==> src/verilog/atsrf_pkg.sv <==
// constants for the attenuator shadow register forwarder
// assumes a 20 MHz core clock; all addresses are 8-bit serial addresses
package atsrf_pkg;
    localparam int ADDR_W     = 8;
    localparam int DATA_W     = 16;
    localparam int FRAME_BITS = 24;
    localparam int CNT_W      = 5;

    localparam logic [7:0] ADDR_SOFT_RST  = 8'h00;
    localparam logic [7:0] ADDR_LINK_RST  = 8'h03;
    localparam logic [7:0] ADDR_NOISE     = 8'h14;
    localparam logic [7:0] ADDR_WORD_LOW  = 8'h16;
    localparam logic [7:0] ADDR_WORD_MID  = 8'h17;
    localparam logic [7:0] ADDR_WORD_HIGH = 8'h18;
    localparam logic [7:0] ADDR_GAIN_A    = 8'h2A;
    localparam logic [7:0] ADDR_GAIN_B    = 8'h2B;
    localparam logic [7:0] ADDR_CODING    = 8'h46;

    localparam int SOFT_RST_BIT = 0;
    localparam int LINK_RST_BIT = 5;
    localparam int NOISE_BIT    = 0;
    localparam int CODING_BIT   = 2;

    localparam logic [15:0] WORD_LOW_RST   = 16'h0023;
    localparam logic [15:0] WORD_LOW_FORCE = 16'h0003;
    localparam logic [15:0] WORD_MID_RST   = 16'h0000;
    localparam logic [15:0] WORD_HIGH_RST  = 16'h0000;
    localparam logic [15:0] WORD_HIGH_MASK = 16'h00FF;
    localparam logic [15:0] GAIN_RST       = 16'h0000;

    localparam int WORD_BITS = 40;
    localparam int BIT_CNT_W = 6;
    localparam int OSC_CNT_W = 4;

    localparam int CLK_FREQ_KHZ  = 20000;
    localparam int CLK_PERIOD_NS = 50;
    localparam int OSC_FREQ_KHZ  = 6000;
    // nearest whole half period, so the link runs near the target rate
    localparam int OSC_HALF_CYC  =
        (CLK_FREQ_KHZ + OSC_FREQ_KHZ) / (2 * OSC_FREQ_KHZ);
    localparam int HW_RST_MIN_NS  = 10;
    localparam int HW_RST_MIN_CYC =
        (HW_RST_MIN_NS + CLK_PERIOD_NS - 1) / CLK_PERIOD_NS;

    typedef enum logic [2:0] {
        ST_IDLE  = 3'b001,
        ST_SHIFT = 3'b010,
        ST_RESET = 3'b100
    } atsrf_state_t;
endpackage

==> src/verilog/atsrf_serial_rx.sv <==
// serial programming port receiver: address byte then 16-bit data words
// assumes pins come from the host, asynchronous to core_clk
`timescale 1ns/1ps
module atsrf_serial_rx (
    input  wire logic                         core_clk,
    input  wire logic                         sys_rst,
    input  wire logic                         serial_clk,
    input  wire logic                         serial_en_n,
    input  wire logic                         serial_data,
    output logic                              wr_stb,
    output logic [atsrf_pkg::ADDR_W-1:0]      wr_addr,
    output logic [atsrf_pkg::DATA_W-1:0]      wr_data
);
    import atsrf_pkg::*;

    logic [2:0]              sync1_q;
    logic [2:0]              sync2_q;
    logic                    sclk_prev_q;
    logic [FRAME_BITS-1:0]   shift_q;
    logic [FRAME_BITS-1:0]   shift_d;
    logic [CNT_W-1:0]        cnt_q;
    logic                    first_q;
    logic                    stb_q;
    logic [ADDR_W-1:0]       addr_q;
    logic [DATA_W-1:0]       data_q;
    logic                    rise;

    // -----------------------------------------------------------------
    // pin synchronisers
    // -----------------------------------------------------------------
    always_ff @(posedge core_clk or posedge sys_rst) begin
        if (sys_rst) begin
            sync1_q     <= 3'h2;
            sync2_q     <= 3'h2;
            sclk_prev_q <= 1'b0;
        end else begin
            sync1_q     <= {serial_data, serial_en_n, serial_clk};
            sync2_q     <= sync1_q;
            sclk_prev_q <= sync2_q[0];
        end
    end

    assign rise    = sync2_q[0] & ~sclk_prev_q;
    assign shift_d = {shift_q[FRAME_BITS-2:0], sync2_q[2]};

    // -----------------------------------------------------------------
    // frame assembly
    // -----------------------------------------------------------------
    // later 16-bit groups in one window go to the next address
    always_ff @(posedge core_clk or posedge sys_rst) begin
        if (sys_rst) begin
            shift_q <= '0;
            cnt_q   <= '0;
            first_q <= 1'b1;
            stb_q   <= 1'b0;
            addr_q  <= '0;
            data_q  <= '0;
        end else begin
            stb_q <= 1'b0;
            if (sync2_q[1]) begin
                cnt_q   <= '0;
                first_q <= 1'b1;
            end else if (rise) begin
                shift_q <= shift_d;
                cnt_q   <= cnt_q + 1'b1;
                if (first_q && cnt_q == CNT_W'(FRAME_BITS - 1)) begin
                    addr_q  <= shift_d[FRAME_BITS-1:DATA_W];
                    data_q  <= shift_d[DATA_W-1:0];
                    stb_q   <= 1'b1;
                    first_q <= 1'b0;
                    cnt_q   <= '0;
                end else if (!first_q && cnt_q == CNT_W'(DATA_W - 1)) begin
                    addr_q <= addr_q + 1'b1;
                    data_q <= shift_d[DATA_W-1:0];
                    stb_q  <= 1'b1;
                    cnt_q  <= '0;
                end
            end
        end
    end

    assign wr_stb  = stb_q;
    assign wr_addr = addr_q;
    assign wr_data = data_q;
endmodule

==> src/verilog/atsrf_top.sv <==
// configuration bank that forwards the 40-bit attenuator word on a link
// assumes host pins and the hardware reset pin are asynchronous inputs
`timescale 1ns/1ps
// How it works
// soft reset bit restores defaults, self-clears
// word low bits zero and one always one
// link clock and data idle without writes
// any trigger sends all forty bits
// unchanged write starts no transfer
// word merges new and held registers
// three registers accepted in one window
// gated oscillator runs only while shifting
// host leaves one microsecond between writes
// pin pulse or bit raises chip select
// link reset restores word defaults
// no link activity during link reset
// link reset bit holds reset state
// coding defaults offset binary, selectable
// per-channel digital gain defaults zero
// noise suppression defaults off, selectable
// start and write bits always high
// host writes whole register at once
// shift from bit zero, select low
// change during transfer queues another
module atsrf_top #(
    parameter int OSC_HALF = atsrf_pkg::OSC_HALF_CYC
) (
    input  wire logic                     core_clk,
    input  wire logic                     sys_rst,
    input  wire logic                     serial_clk,
    input  wire logic                     serial_en_n,
    input  wire logic                     serial_data,
    input  wire logic                     hardware_reset_pin_n,
    output logic                          attenuator_serial_clock,
    output logic                          attenuator_serial_data,
    output logic                          attenuator_chip_select,
    output logic                          attenuator_busy,
    output logic                          twos_complement_coding,
    output logic                          noise_suppress_en,
    output logic [atsrf_pkg::DATA_W-1:0]  digital_gain_a,
    output logic [atsrf_pkg::DATA_W-1:0]  digital_gain_b
);
    import atsrf_pkg::*;

    logic                   wr_stb;
    logic [ADDR_W-1:0]      wr_addr;
    logic [DATA_W-1:0]      wr_data;
    logic                   hw_sync1_q;
    logic                   hw_sync2_q;
    logic [3:0]             hw_low_cnt_q;
    logic                   hw_rst_q;
    logic                   soft_rst;
    logic                   bank_clr;
    logic                   link_rst;
    logic                   link_rst_bit_q;
    logic [DATA_W-1:0]      word_low_q;
    logic [DATA_W-1:0]      word_mid_q;
    logic [DATA_W-1:0]      word_high_q;
    logic [DATA_W-1:0]      gain_a_q;
    logic [DATA_W-1:0]      gain_b_q;
    logic                   coding_q;
    logic                   noise_q;
    logic                   word_chg;
    logic                   pending_q;
    logic                   start;
    logic                   done;
    atsrf_state_t           state_q;
    atsrf_state_t           state_d;
    logic [WORD_BITS-1:0]   shreg_q;
    logic [OSC_CNT_W-1:0]   osc_cnt_q;
    logic [BIT_CNT_W-1:0]   bit_cnt_q;
    logic                   sclk_q;
    logic                   cs_q;
    logic                   busy_q;

    atsrf_serial_rx i_atsrf_serial_rx (
        .core_clk    (core_clk),
        .sys_rst     (sys_rst),
        .serial_clk  (serial_clk),
        .serial_en_n (serial_en_n),
        .serial_data (serial_data),
        .wr_stb      (wr_stb),
        .wr_addr     (wr_addr),
        .wr_data     (wr_data)
    );

    // -----------------------------------------------------------------
    // hardware reset pin
    // -----------------------------------------------------------------
    // a pulse shorter than one clock period may slip between samples
    always_ff @(posedge core_clk or posedge sys_rst) begin
        if (sys_rst) begin
            hw_sync1_q   <= 1'b1;
            hw_sync2_q   <= 1'b1;
            hw_low_cnt_q <= '0;
            hw_rst_q     <= 1'b0;
        end else begin
            hw_sync1_q <= hardware_reset_pin_n;
            hw_sync2_q <= hw_sync1_q;
            if (hw_sync2_q) begin
                hw_low_cnt_q <= '0;
            end else if (hw_low_cnt_q != 4'hF) begin
                hw_low_cnt_q <= hw_low_cnt_q + 1'b1;
            end
            hw_rst_q <= !hw_sync2_q &&
                (hw_low_cnt_q >= 4'(HW_RST_MIN_CYC - 1));
        end
    end

    assign soft_rst = wr_stb && wr_addr == ADDR_SOFT_RST &&
                      wr_data[SOFT_RST_BIT];
    assign bank_clr = soft_rst || hw_rst_q;
    assign link_rst = hw_rst_q || link_rst_bit_q;

    // -----------------------------------------------------------------
    // register bank
    // -----------------------------------------------------------------
    // the soft reset bit has no storage, so it reads back cleared
    always_ff @(posedge core_clk or posedge sys_rst) begin
        if (sys_rst) begin
            link_rst_bit_q <= 1'b0;
        end else if (bank_clr) begin
            link_rst_bit_q <= 1'b0;
        end else if (wr_stb && wr_addr == ADDR_LINK_RST) begin
            link_rst_bit_q <= wr_data[LINK_RST_BIT];
        end
    end

    always_ff @(posedge core_clk or posedge sys_rst) begin
        if (sys_rst) begin
            word_low_q  <= WORD_LOW_RST;
            word_mid_q  <= WORD_MID_RST;
            word_high_q <= WORD_HIGH_RST;
        end else if (bank_clr || link_rst) begin
            word_low_q  <= WORD_LOW_RST;
            word_mid_q  <= WORD_MID_RST;
            word_high_q <= WORD_HIGH_RST;
        end else if (wr_stb) begin
            if (wr_addr == ADDR_WORD_LOW) begin
                word_low_q <= wr_data | WORD_LOW_FORCE;
            end
            if (wr_addr == ADDR_WORD_MID) begin
                word_mid_q <= wr_data;
            end
            if (wr_addr == ADDR_WORD_HIGH) begin
                word_high_q <= wr_data & WORD_HIGH_MASK;
            end
        end
    end

    always_ff @(posedge core_clk or posedge sys_rst) begin
        if (sys_rst) begin
            gain_a_q <= GAIN_RST;
            gain_b_q <= GAIN_RST;
            coding_q <= 1'b0;
            noise_q  <= 1'b0;
        end else if (bank_clr) begin
            gain_a_q <= GAIN_RST;
            gain_b_q <= GAIN_RST;
            coding_q <= 1'b0;
            noise_q  <= 1'b0;
        end else if (wr_stb) begin
            if (wr_addr == ADDR_GAIN_A) begin
                gain_a_q <= wr_data;
            end
            if (wr_addr == ADDR_GAIN_B) begin
                gain_b_q <= wr_data;
            end
            if (wr_addr == ADDR_CODING) begin
                coding_q <= wr_data[CODING_BIT];
            end
            if (wr_addr == ADDR_NOISE) begin
                noise_q <= wr_data[NOISE_BIT];
            end
        end
    end

    // -----------------------------------------------------------------
    // change detection and queueing
    // -----------------------------------------------------------------
    always_comb begin
        word_chg = 1'b0;
        if (wr_stb && !bank_clr && !link_rst) begin
            if (wr_addr == ADDR_WORD_LOW) begin
                word_chg = (wr_data | WORD_LOW_FORCE) != word_low_q;
            end else if (wr_addr == ADDR_WORD_MID) begin
                word_chg = wr_data != word_mid_q;
            end else if (wr_addr == ADDR_WORD_HIGH) begin
                word_chg = (wr_data & WORD_HIGH_MASK) != word_high_q;
            end
        end
    end

    assign start = state_q == ST_IDLE && pending_q && !link_rst &&
                   !bank_clr;
    assign done  = state_q == ST_SHIFT && sclk_q &&
                   osc_cnt_q == OSC_CNT_W'(OSC_HALF - 1) &&
                   bit_cnt_q == BIT_CNT_W'(WORD_BITS - 1);

    // a new change wins over the clear at start, so it is never lost
    always_ff @(posedge core_clk or posedge sys_rst) begin
        if (sys_rst) begin
            pending_q <= 1'b0;
        end else if (bank_clr || link_rst) begin
            pending_q <= 1'b0;
        end else begin
            pending_q <= word_chg || (pending_q && !start);
        end
    end

    // -----------------------------------------------------------------
    // forwarding state machine
    // -----------------------------------------------------------------
    always_comb begin
        state_d = state_q;
        case (state_q)
            ST_IDLE: begin
                if (link_rst) begin
                    state_d = ST_RESET;
                end else if (start) begin
                    state_d = ST_SHIFT;
                end
            end
            ST_SHIFT: begin
                if (link_rst) begin
                    state_d = ST_RESET;
                end else if (bank_clr || done) begin
                    state_d = ST_IDLE;
                end
            end
            ST_RESET: begin
                if (!link_rst) begin
                    state_d = ST_IDLE;
                end
            end
            default: state_d = ST_IDLE;
        endcase
    end

    always_ff @(posedge core_clk or posedge sys_rst) begin
        if (sys_rst) begin
            state_q <= ST_IDLE;
        end else begin
            state_q <= state_d;
        end
    end

    // -----------------------------------------------------------------
    // gated oscillator and shifter
    // -----------------------------------------------------------------
    // zero fill leaves the data line low once the word is out
    always_ff @(posedge core_clk or posedge sys_rst) begin
        if (sys_rst) begin
            shreg_q   <= '0;
            osc_cnt_q <= '0;
            bit_cnt_q <= '0;
            sclk_q    <= 1'b0;
        end else if (link_rst || bank_clr || state_q != ST_SHIFT) begin
            osc_cnt_q <= '0;
            bit_cnt_q <= '0;
            sclk_q    <= 1'b0;
            shreg_q   <= start ? {word_high_q[7:0], word_mid_q,
                                  word_low_q} : '0;
        end else if (osc_cnt_q == OSC_CNT_W'(OSC_HALF - 1)) begin
            osc_cnt_q <= '0;
            sclk_q    <= !sclk_q;
            if (sclk_q) begin
                shreg_q   <= {1'b0, shreg_q[WORD_BITS-1:1]};
                bit_cnt_q <= done ? '0 : bit_cnt_q + 1'b1;
            end
        end else begin
            osc_cnt_q <= osc_cnt_q + 1'b1;
        end
    end

    always_ff @(posedge core_clk or posedge sys_rst) begin
        if (sys_rst) begin
            cs_q   <= 1'b1;
            busy_q <= 1'b0;
        end else begin
            cs_q   <= link_rst;
            busy_q <= state_d == ST_SHIFT;
        end
    end

    assign attenuator_serial_clock = sclk_q;
    assign attenuator_serial_data  = shreg_q[0];
    assign attenuator_chip_select  = cs_q;
    assign attenuator_busy         = busy_q;
    assign twos_complement_coding  = coding_q;
    assign noise_suppress_en       = noise_q;
    assign digital_gain_a          = gain_a_q;
    assign digital_gain_b          = gain_b_q;
endmodule
==> config.mk <==
export PLATFORM = sky130hd
export DESIGN_NAME = atsrf_top
export DESIGN_NICKNAME = d
export VERILOG_FILES = /design/src/verilog/atsrf_pkg.sv /design/src/verilog/atsrf_serial_rx.sv /design/src/verilog/atsrf_top.sv
export SDC_FILE = /design/constraint.sdc
export NUM_CORES = 1
export LEC_CHECK = 0
export BUFFER_PORTS_ARGS = -buffer_cell sky130_fd_sc_hd__buf_2
export CAP_MARGIN = 25
export CORE_ASPECT_RATIO = 0.75
export CORE_MARGIN = 2
export CORE_UTILIZATION = 60
export CTS_CLUSTER_SIZE = 20
export DETAILED_ROUTE_END_ITERATION = 10
export PLACE_DENSITY = 0.74
export SYNTH_ARGS = -nofsm -noshare
export SYNTH_HDL_FRONTEND = slang
export SYNTH_SLANG_ARGS = --single-unit
==> constraint.sdc <==
create_clock -name core_clk -period 13.45 [get_ports core_clk]
set_input_delay 0.6725 -clock core_clk [delete_from_list [all_inputs] [get_ports core_clk]]
set_output_delay 0.6725 -clock core_clk [all_outputs]
set_load 0.01 [all_outputs]
Word-level counts from Yosys, hierarchy flattened
Index checks and enable logic that the tools add are counted.
{"block": "word_totals", "ff_bits": 208, "latch_bits": 0, "ramBits": 0, "mem_bits_ro": 0, "input_bits": 6, "out_inout_bits": 38, "word_cells": 177, "n_memories": 0}
{"block": "classes", "addsub": 5, "n_mul": 0, "div_mod_pow": 0, "n_lt_le_gt_ge": 1, "n_eq_ne": 21, "shifts": 0, "mux": 63, "n_bitwise": 3, "reduce_logical": 55}
{"op": "16-bit 2-to-1 mux", "n": 17}
{"op": "40-bit 2-to-1 mux", "n": 4}
{"op": "8-bit by 5-bit == test with 1-bit output (second input constant)", "n": 4}
{"op": "16-bit != test", "n": 2}
{"op": "2-bit nonzero test", "n": 16}
{"op": "6-bit 2-to-1 mux", "n": 4}
{"op": "1-bit 2-to-1 mux", "n": 22}
{"op": "5-bit 2-to-1 mux", "n": 4}
{"op": "2-bit AND reduction", "n": 10}
{"op": "8-bit by 6-bit == test with 1-bit output (second input constant)", "n": 2}
{"op": "4-bit 2-to-1 mux", "n": 4}
{"op": "8-bit 2-to-1 mux", "n": 2}
{"op": "8-bit by 16-bit != test with 1-bit output", "n": 1}
{"op": "1-bit logical AND", "n": 15}
{"op": "3-bit 2-to-1 mux", "n": 5}
{"op": "3-bit case mux with 3 select lines", "n": 1}
{"op": "4-bit by 1-bit adder with 4-bit output (second input constant)", "n": 2}
{"op": "8-bit by 1-bit adder with 8-bit output (second input constant)", "n": 1}
{"op": "8-bit by 2-bit == test with 1-bit output (second input constant)", "n": 1}
{"op": "8-bit by 7-bit == test with 1-bit output (second input constant)", "n": 1}
{"op": "8-bit logical NOT", "n": 1}
{"op": "6-bit by 1-bit adder with 6-bit output (second input constant)", "n": 1}
{"op": "3-bit by 2-bit == test with 1-bit output (second input constant)", "n": 2}
{"op": "6-bit == test (second input constant)", "n": 1}
{"op": "other kinds (14)", "n": 25}

Logic depth before layout (Yosys ltp)
{"block": "depth", "depth_word": 10, "depth_mapped": 9, "depth_no_buf": 7}

By module
Synthesis repeated with hierarchy kept, for this count alone.
{"block": "unflattened", "cells_unflattened": 830, "hier_area_um2": 8712.1}
{"mod": "atsrf_top", "instances": 1, "cells_each": 613, "area_per_inst_um2": 6228.5, "seq_area_each_um2": 3334.4}
{"mod": "atsrf_serial_rx", "instances": 1, "cells_each": 217, "area_per_inst_um2": 2483.6, "seq_area_each_um2": 1530.2}

Worst setup path before layout
OpenSTA, ideal clock, no wires.
{"block": "synth_path", "kind": "register to register", "from": "register i_atsrf_serial_rx.addr_q[7] (netlist: i_atsrf_serial_rx.wr_addr[7])", "to": "register word_mid_q[0]", "setup_time_ps": 125, "arrival_time_ps": 2112, "required_ps": 13325, "setup_slack_ps": 11213, "path_stages_with_launch": 6, "n_path_buf": 1, "synth_period_minus_slack_ps": 2237, "path_cell_list": "dfrtp_1 or4_4 o41ai_4 a31o_2 buf_4 mux2_2"}
{"block": "synth_via", "elab_chain_cells": 7, "word_cells_on_any_way": 10, "cone_classes": "eq/ne (1); mux (1); reduce/logical (8)"}
{"element": "from (decl)", "line_no": "atsrf_serial_rx.sv:24", "text": "logic [ADDR_W-1:0] addr_q;"}
{"element": "from (signal assigned)", "line_no": "atsrf_serial_rx.sv:67", "text": "addr_q <= shift_d[FRAME_BITS-1:DATA_W];"}
{"element": "from (signal assigned)", "line_no": "atsrf_serial_rx.sv:73", "text": "addr_q <= addr_q + 1'b1;"}
{"element": "8-bit logical NOT", "line_no": "atsrf_top.sv:110", "text": "assign soft_rst = wr_stb && wr_addr == ADDR_SOFT_RST &&"}
{"element": "1-bit logical AND (2 in series)", "line_no": "atsrf_top.sv:110"}
{"element": "1-bit logical OR", "line_no": "atsrf_top.sv:112", "text": "assign bank_clr = soft_rst || hw_rst_q;"}
{"element": "1-bit logical OR", "line_no": "atsrf_top.sv:134", "text": "end else if (bank_clr || link_rst) begin"}
{"element": "2-bit nonzero test (no line)"}
{"element": "2-bit AND reduction (no line)"}
{"element": "to (signal assigned)", "line_no": "atsrf_top.sv:143", "text": "word_mid_q <= wr_data;"}
{"element": "to (decl)", "line_no": "atsrf_top.sv:57", "text": "logic [DATA_W-1:0] word_mid_q;"}
Several ways; a longest one is shown, not always the timed one.
A chain may end at the register's enable or synchronous reset.

Worst setup path after layout
{"block": "layout_path", "from": "register i_atsrf_serial_rx.addr_q[0] (netlist: i_atsrf_serial_rx.wr_addr[0])", "to": "register shreg_q[0]"}
{"block": "layout_via", "elab_chain_cells": 8, "word_cells_on_any_way": 13, "cone_classes": "mux (2); reduce/logical (11)"}
{"element": "8-bit logical NOT *", "line_no": "atsrf_top.sv:110"}
{"element": "1-bit logical AND * (2 in series)", "line_no": "atsrf_top.sv:110"}
{"element": "1-bit logical OR *", "line_no": "atsrf_top.sv:112"}
{"element": "1-bit logical NOT / 1-bit logical OR (equally long branches)", "line_no": "atsrf_top.sv:195, atsrf_top.sv:258"}
{"element": "1-bit logical AND / 1-bit logical OR (equally long branches)", "line_no": "atsrf_top.sv:194, atsrf_top.sv:258"}
{"element": "40-bit 2-to-1 mux / 2-bit nonzero test (equally long branches)"}
{"element": "40-bit 2-to-1 mux / 2-bit AND reduction (equally long branches)"}
{"element": "to (signal assigned)", "line_no": "atsrf_top.sv:262", "text": "shreg_q <= start ? {word_high_q[7:0], word_mid_q,"}
{"element": "to (signal assigned)", "line_no": "atsrf_top.sv:268", "text": "shreg_q <= {1'b0, shreg_q[WORD_BITS-1:1]};"}
{"element": "to (decl)", "line_no": "atsrf_top.sv:69", "text": "logic [WORD_BITS-1:0] shreg_q;"}
Mark *: on every way between the ends. The rest lies on a longest branch, timed or not.

==> out/results.ini <==
[yosys]
synth_edf_count = 0
syn_area_um2 = 8770
ys_ff_latch = 194
syn-num-nets = 785
ys_seq_area_share_pct = 55.4
ys.flop_type = dfrtp_1
synth.largest_area_cell = dfrtp_1
yosysWarningCount = 0
avgSynthCellArea_um2 = 11.4
netlist_instances = 772
synthTopCellsByArea = dfrtp_1 53%, mux2_2 7.1%, mux2i_1 5.7%
ys_types = 57
async_flop_share_pct = 100
synth_top_area_share_pct = 53.0

[cells_and_area]
area_growth_pct = 10.4
layout-drive-gt1-share_pct = 21.0
fin_area_um2 = 9690
final_nets = 796
fillCellCount = 1081
final_cell_mix = 186 x dfrtp_1, 69 x nor2_1, 64 x nand2_1
diodes = 0
layout_commonest_cell = dfrtp_1

[drt]
drc = 0
wl_per_cell_um = 19.0
avgViaCountPerCell = 5.97
num_vias = 5947
ant_nets = 0
drtIter0Drc = 666
wl_um = 18900
firstDrtPassIters = 5

[critical_path]
critical_path_class = reg2reg
crit_chain = inv_1, ha_1, nand3_1, o41a_1, and2_4, nand2_2, o22a_1
slowest_delay_ns = 0.63
rr_startpoint = i_atsrf_serial_rx.wr_addr[0]$_DFFE_PP0P_
end_kind = register
r2r_slack_ns = 10.25
crit_fanout = 39
critPathRequiredTime_ns = 13.77
cp-startpoint = i_atsrf_serial_rx.wr_addr[0]$_DFFE_PP0P_
r2r_cells = 7
crit_path_start_kind = register
r2r-end = shreg_q[0]$_DFFE_PP0P_
crit_path_top_delay_cell = o41a_1
cp.arrival_ns = 3.52
critPathCapture = shreg_q[0]$_DFFE_PP0P_

[power_and_ir_drop]
leakagePower_nw = 4.92
vdd.ir_drop.worst_v = 0.0000870
p_total_mw = 1.18
power.density_nw_per_um2 = 122

[sta]
drv_slew = 0
setup_slack_ns = 10.25
skew_ns = 0.00922
worst_pin_slew_ns = 1.05
setup_viol = 0
clock.fmax_mhz = 312
hold_viol = 0
fin_crit_ns = 3.20
fin_crit_sh_pct = 23.8
relSlewSlack_pct = 29.8
rsz0062_at_grt = no
fin_tns_setup_ns = 0

[placement]
dp_hpwl_um = 12500
dp_worst_setup_slack_ns = 10.30
gp_congestion = 0.912
place_area_um2 = 9040
port_buffers = 43

[cts]
postCtsHoldBufs = 0
htree_levels = 4
cts_num_sinks = 194
clockBufferDepth = 2
cts_resized = 0
cts_made_buffers = 17
cts-root-buf = clkbuf_16
clk_pin_slew_ns = 0.07
postCtsSetupBuffers = 0
clk_latency_ns = 0.43
cts_tree = built

[die]
die_w_um = 144
start_util_pct = 61.1
rows = 38
ioPinCount = 44
dieHeight_um = 109
core_area_um2 = 14400
die-area_um2 = 15600

[grt]
grt_pass1_vias = 5987
grtUsageTotal_pct = 26.1
grt_overflow = 0
antenna_found_initial = 0
grt_max_degree = 134
grt_first_pass_wirelength_um = 31100

[worst_hold_path]
hold_class = in2reg

[job]
max_cap_viol_count = 0

[run_status]
status = complete, no violations

## cell type report
| class | instances | area [um2] | share of cell area [%] |
|---|---|---|---|
| inverter | 19 | 78.8 | 0.814 |
| clock inverter | 14 | 204 | 2.11 |
| multi-input combinational | 502 | 3570 | 36.9 |
| sequential | 194 | 4860 | 50.2 |
| timing repair buffer | 49 | 288 | 2.97 |
| clock buffer | 18 | 429 | 4.43 |
| tap | 200 | 250 | 2.58 |
## worst min path at each step
stage | startpoint | endpoint | depth (start not counted)
after floorplan | i_atsrf_serial_rx.sync1_q[0]$_DFF_PP0_ | i_atsrf_serial_rx.sync2_q[0]$_DFF_PP0_ | 0
after global placement | i_atsrf_serial_rx.sync1_q[2]$_DFF_PP0_ | i_atsrf_serial_rx.sync2_q[2]$_DFF_PP0_ | 0
after detailed placement | i_atsrf_serial_rx.sync1_q[0]$_DFF_PP0_ | i_atsrf_serial_rx.sync2_q[0]$_DFF_PP0_ | 0
after CTS | serial_en_n | i_atsrf_serial_rx.sync1_q[1]$_DFF_PP1_ | 1
after global routing | serial_en_n | i_atsrf_serial_rx.sync1_q[1]$_DFF_PP1_ | 1
final | serial_en_n | i_atsrf_serial_rx.sync1_q[1]$_DFF_PP1_ | 1
## sequential cells by signal, indices dropped and copies added (netlist names), 4 cells and up
register	count
i_atsrf_serial_rx.shift_q	23
digital_gain_b	16
bit_cnt_q	6
i_atsrf_serial_rx.wr_addr	8
digital_gain_a	16
i_atsrf_serial_rx.cnt_q	5
word_mid_q	16
osc_cnt_q	4
i_atsrf_serial_rx.wr_data	16
shreg_q	40
word_low_q	14
word_high_q	8
## power breakdown
group	internal [mW]	switching (mW)	total (mW)
Combinational	0.0144	0.0232	0.0376
Clock	0.314	0.224	0.538
Sequential	0.598	0.0107	0.609
## cell usage after synthesis (all sizes together) (19+ instances only)
cell and n:
a2bb2oi 38, buf 20, clkbuf 37, dfrtp 186, inv 19, mux2 55, mux2i 50, nand2 65
nand3 28, nor2 69, o21ai 53, xnor2 29
## logic make-up after synthesis
logic type / share of synthesized area [%]
XOR/XNOR: 4.49
flip-flops: 55.4
AO/OA/AOI/OAI: 11.1
adder cells (fa/ha/maj): 0.998
buffers and inverters: 3.86
AND/OR/NAND/NOR: 11.4
multiplexers: 12.8
## per-stage QoR
step	std cells	hold slack (ns)	utilization, %
floorplan	772	0.331	-
global placement	962	0.336	62.8
detailed placement	963	0.338	63.0
CTS	995	0.324	67.4
global route	996	0.315	67.5
finish	996	0.338	67.5
## per-layer routing
| layer | track usage, % | up-vias | routed length [um] |
|---|---|---|---|
| met5 | 0 | - | 0 |
| met4 | 9.80 | 0 | 432 |
| met3 | 5.45 | 31 | 878 |
| met2 | 40.9 | 171 | 8920 |
| met1 | 36.5 | 3020 | 8680 |
| li1 | - | 2725 | - |
## critical path: cells and delay by family, from the launching register on
kind | cells | cell delay (ns)
simple gates | 3 | 1.26
compound gates | 2 | 1.05
flops | 1 | 0.38
fa+ha+maj | 1 | 0.29
buf+inv | 1 | 0.10
(Power assumes the default switching activity.)
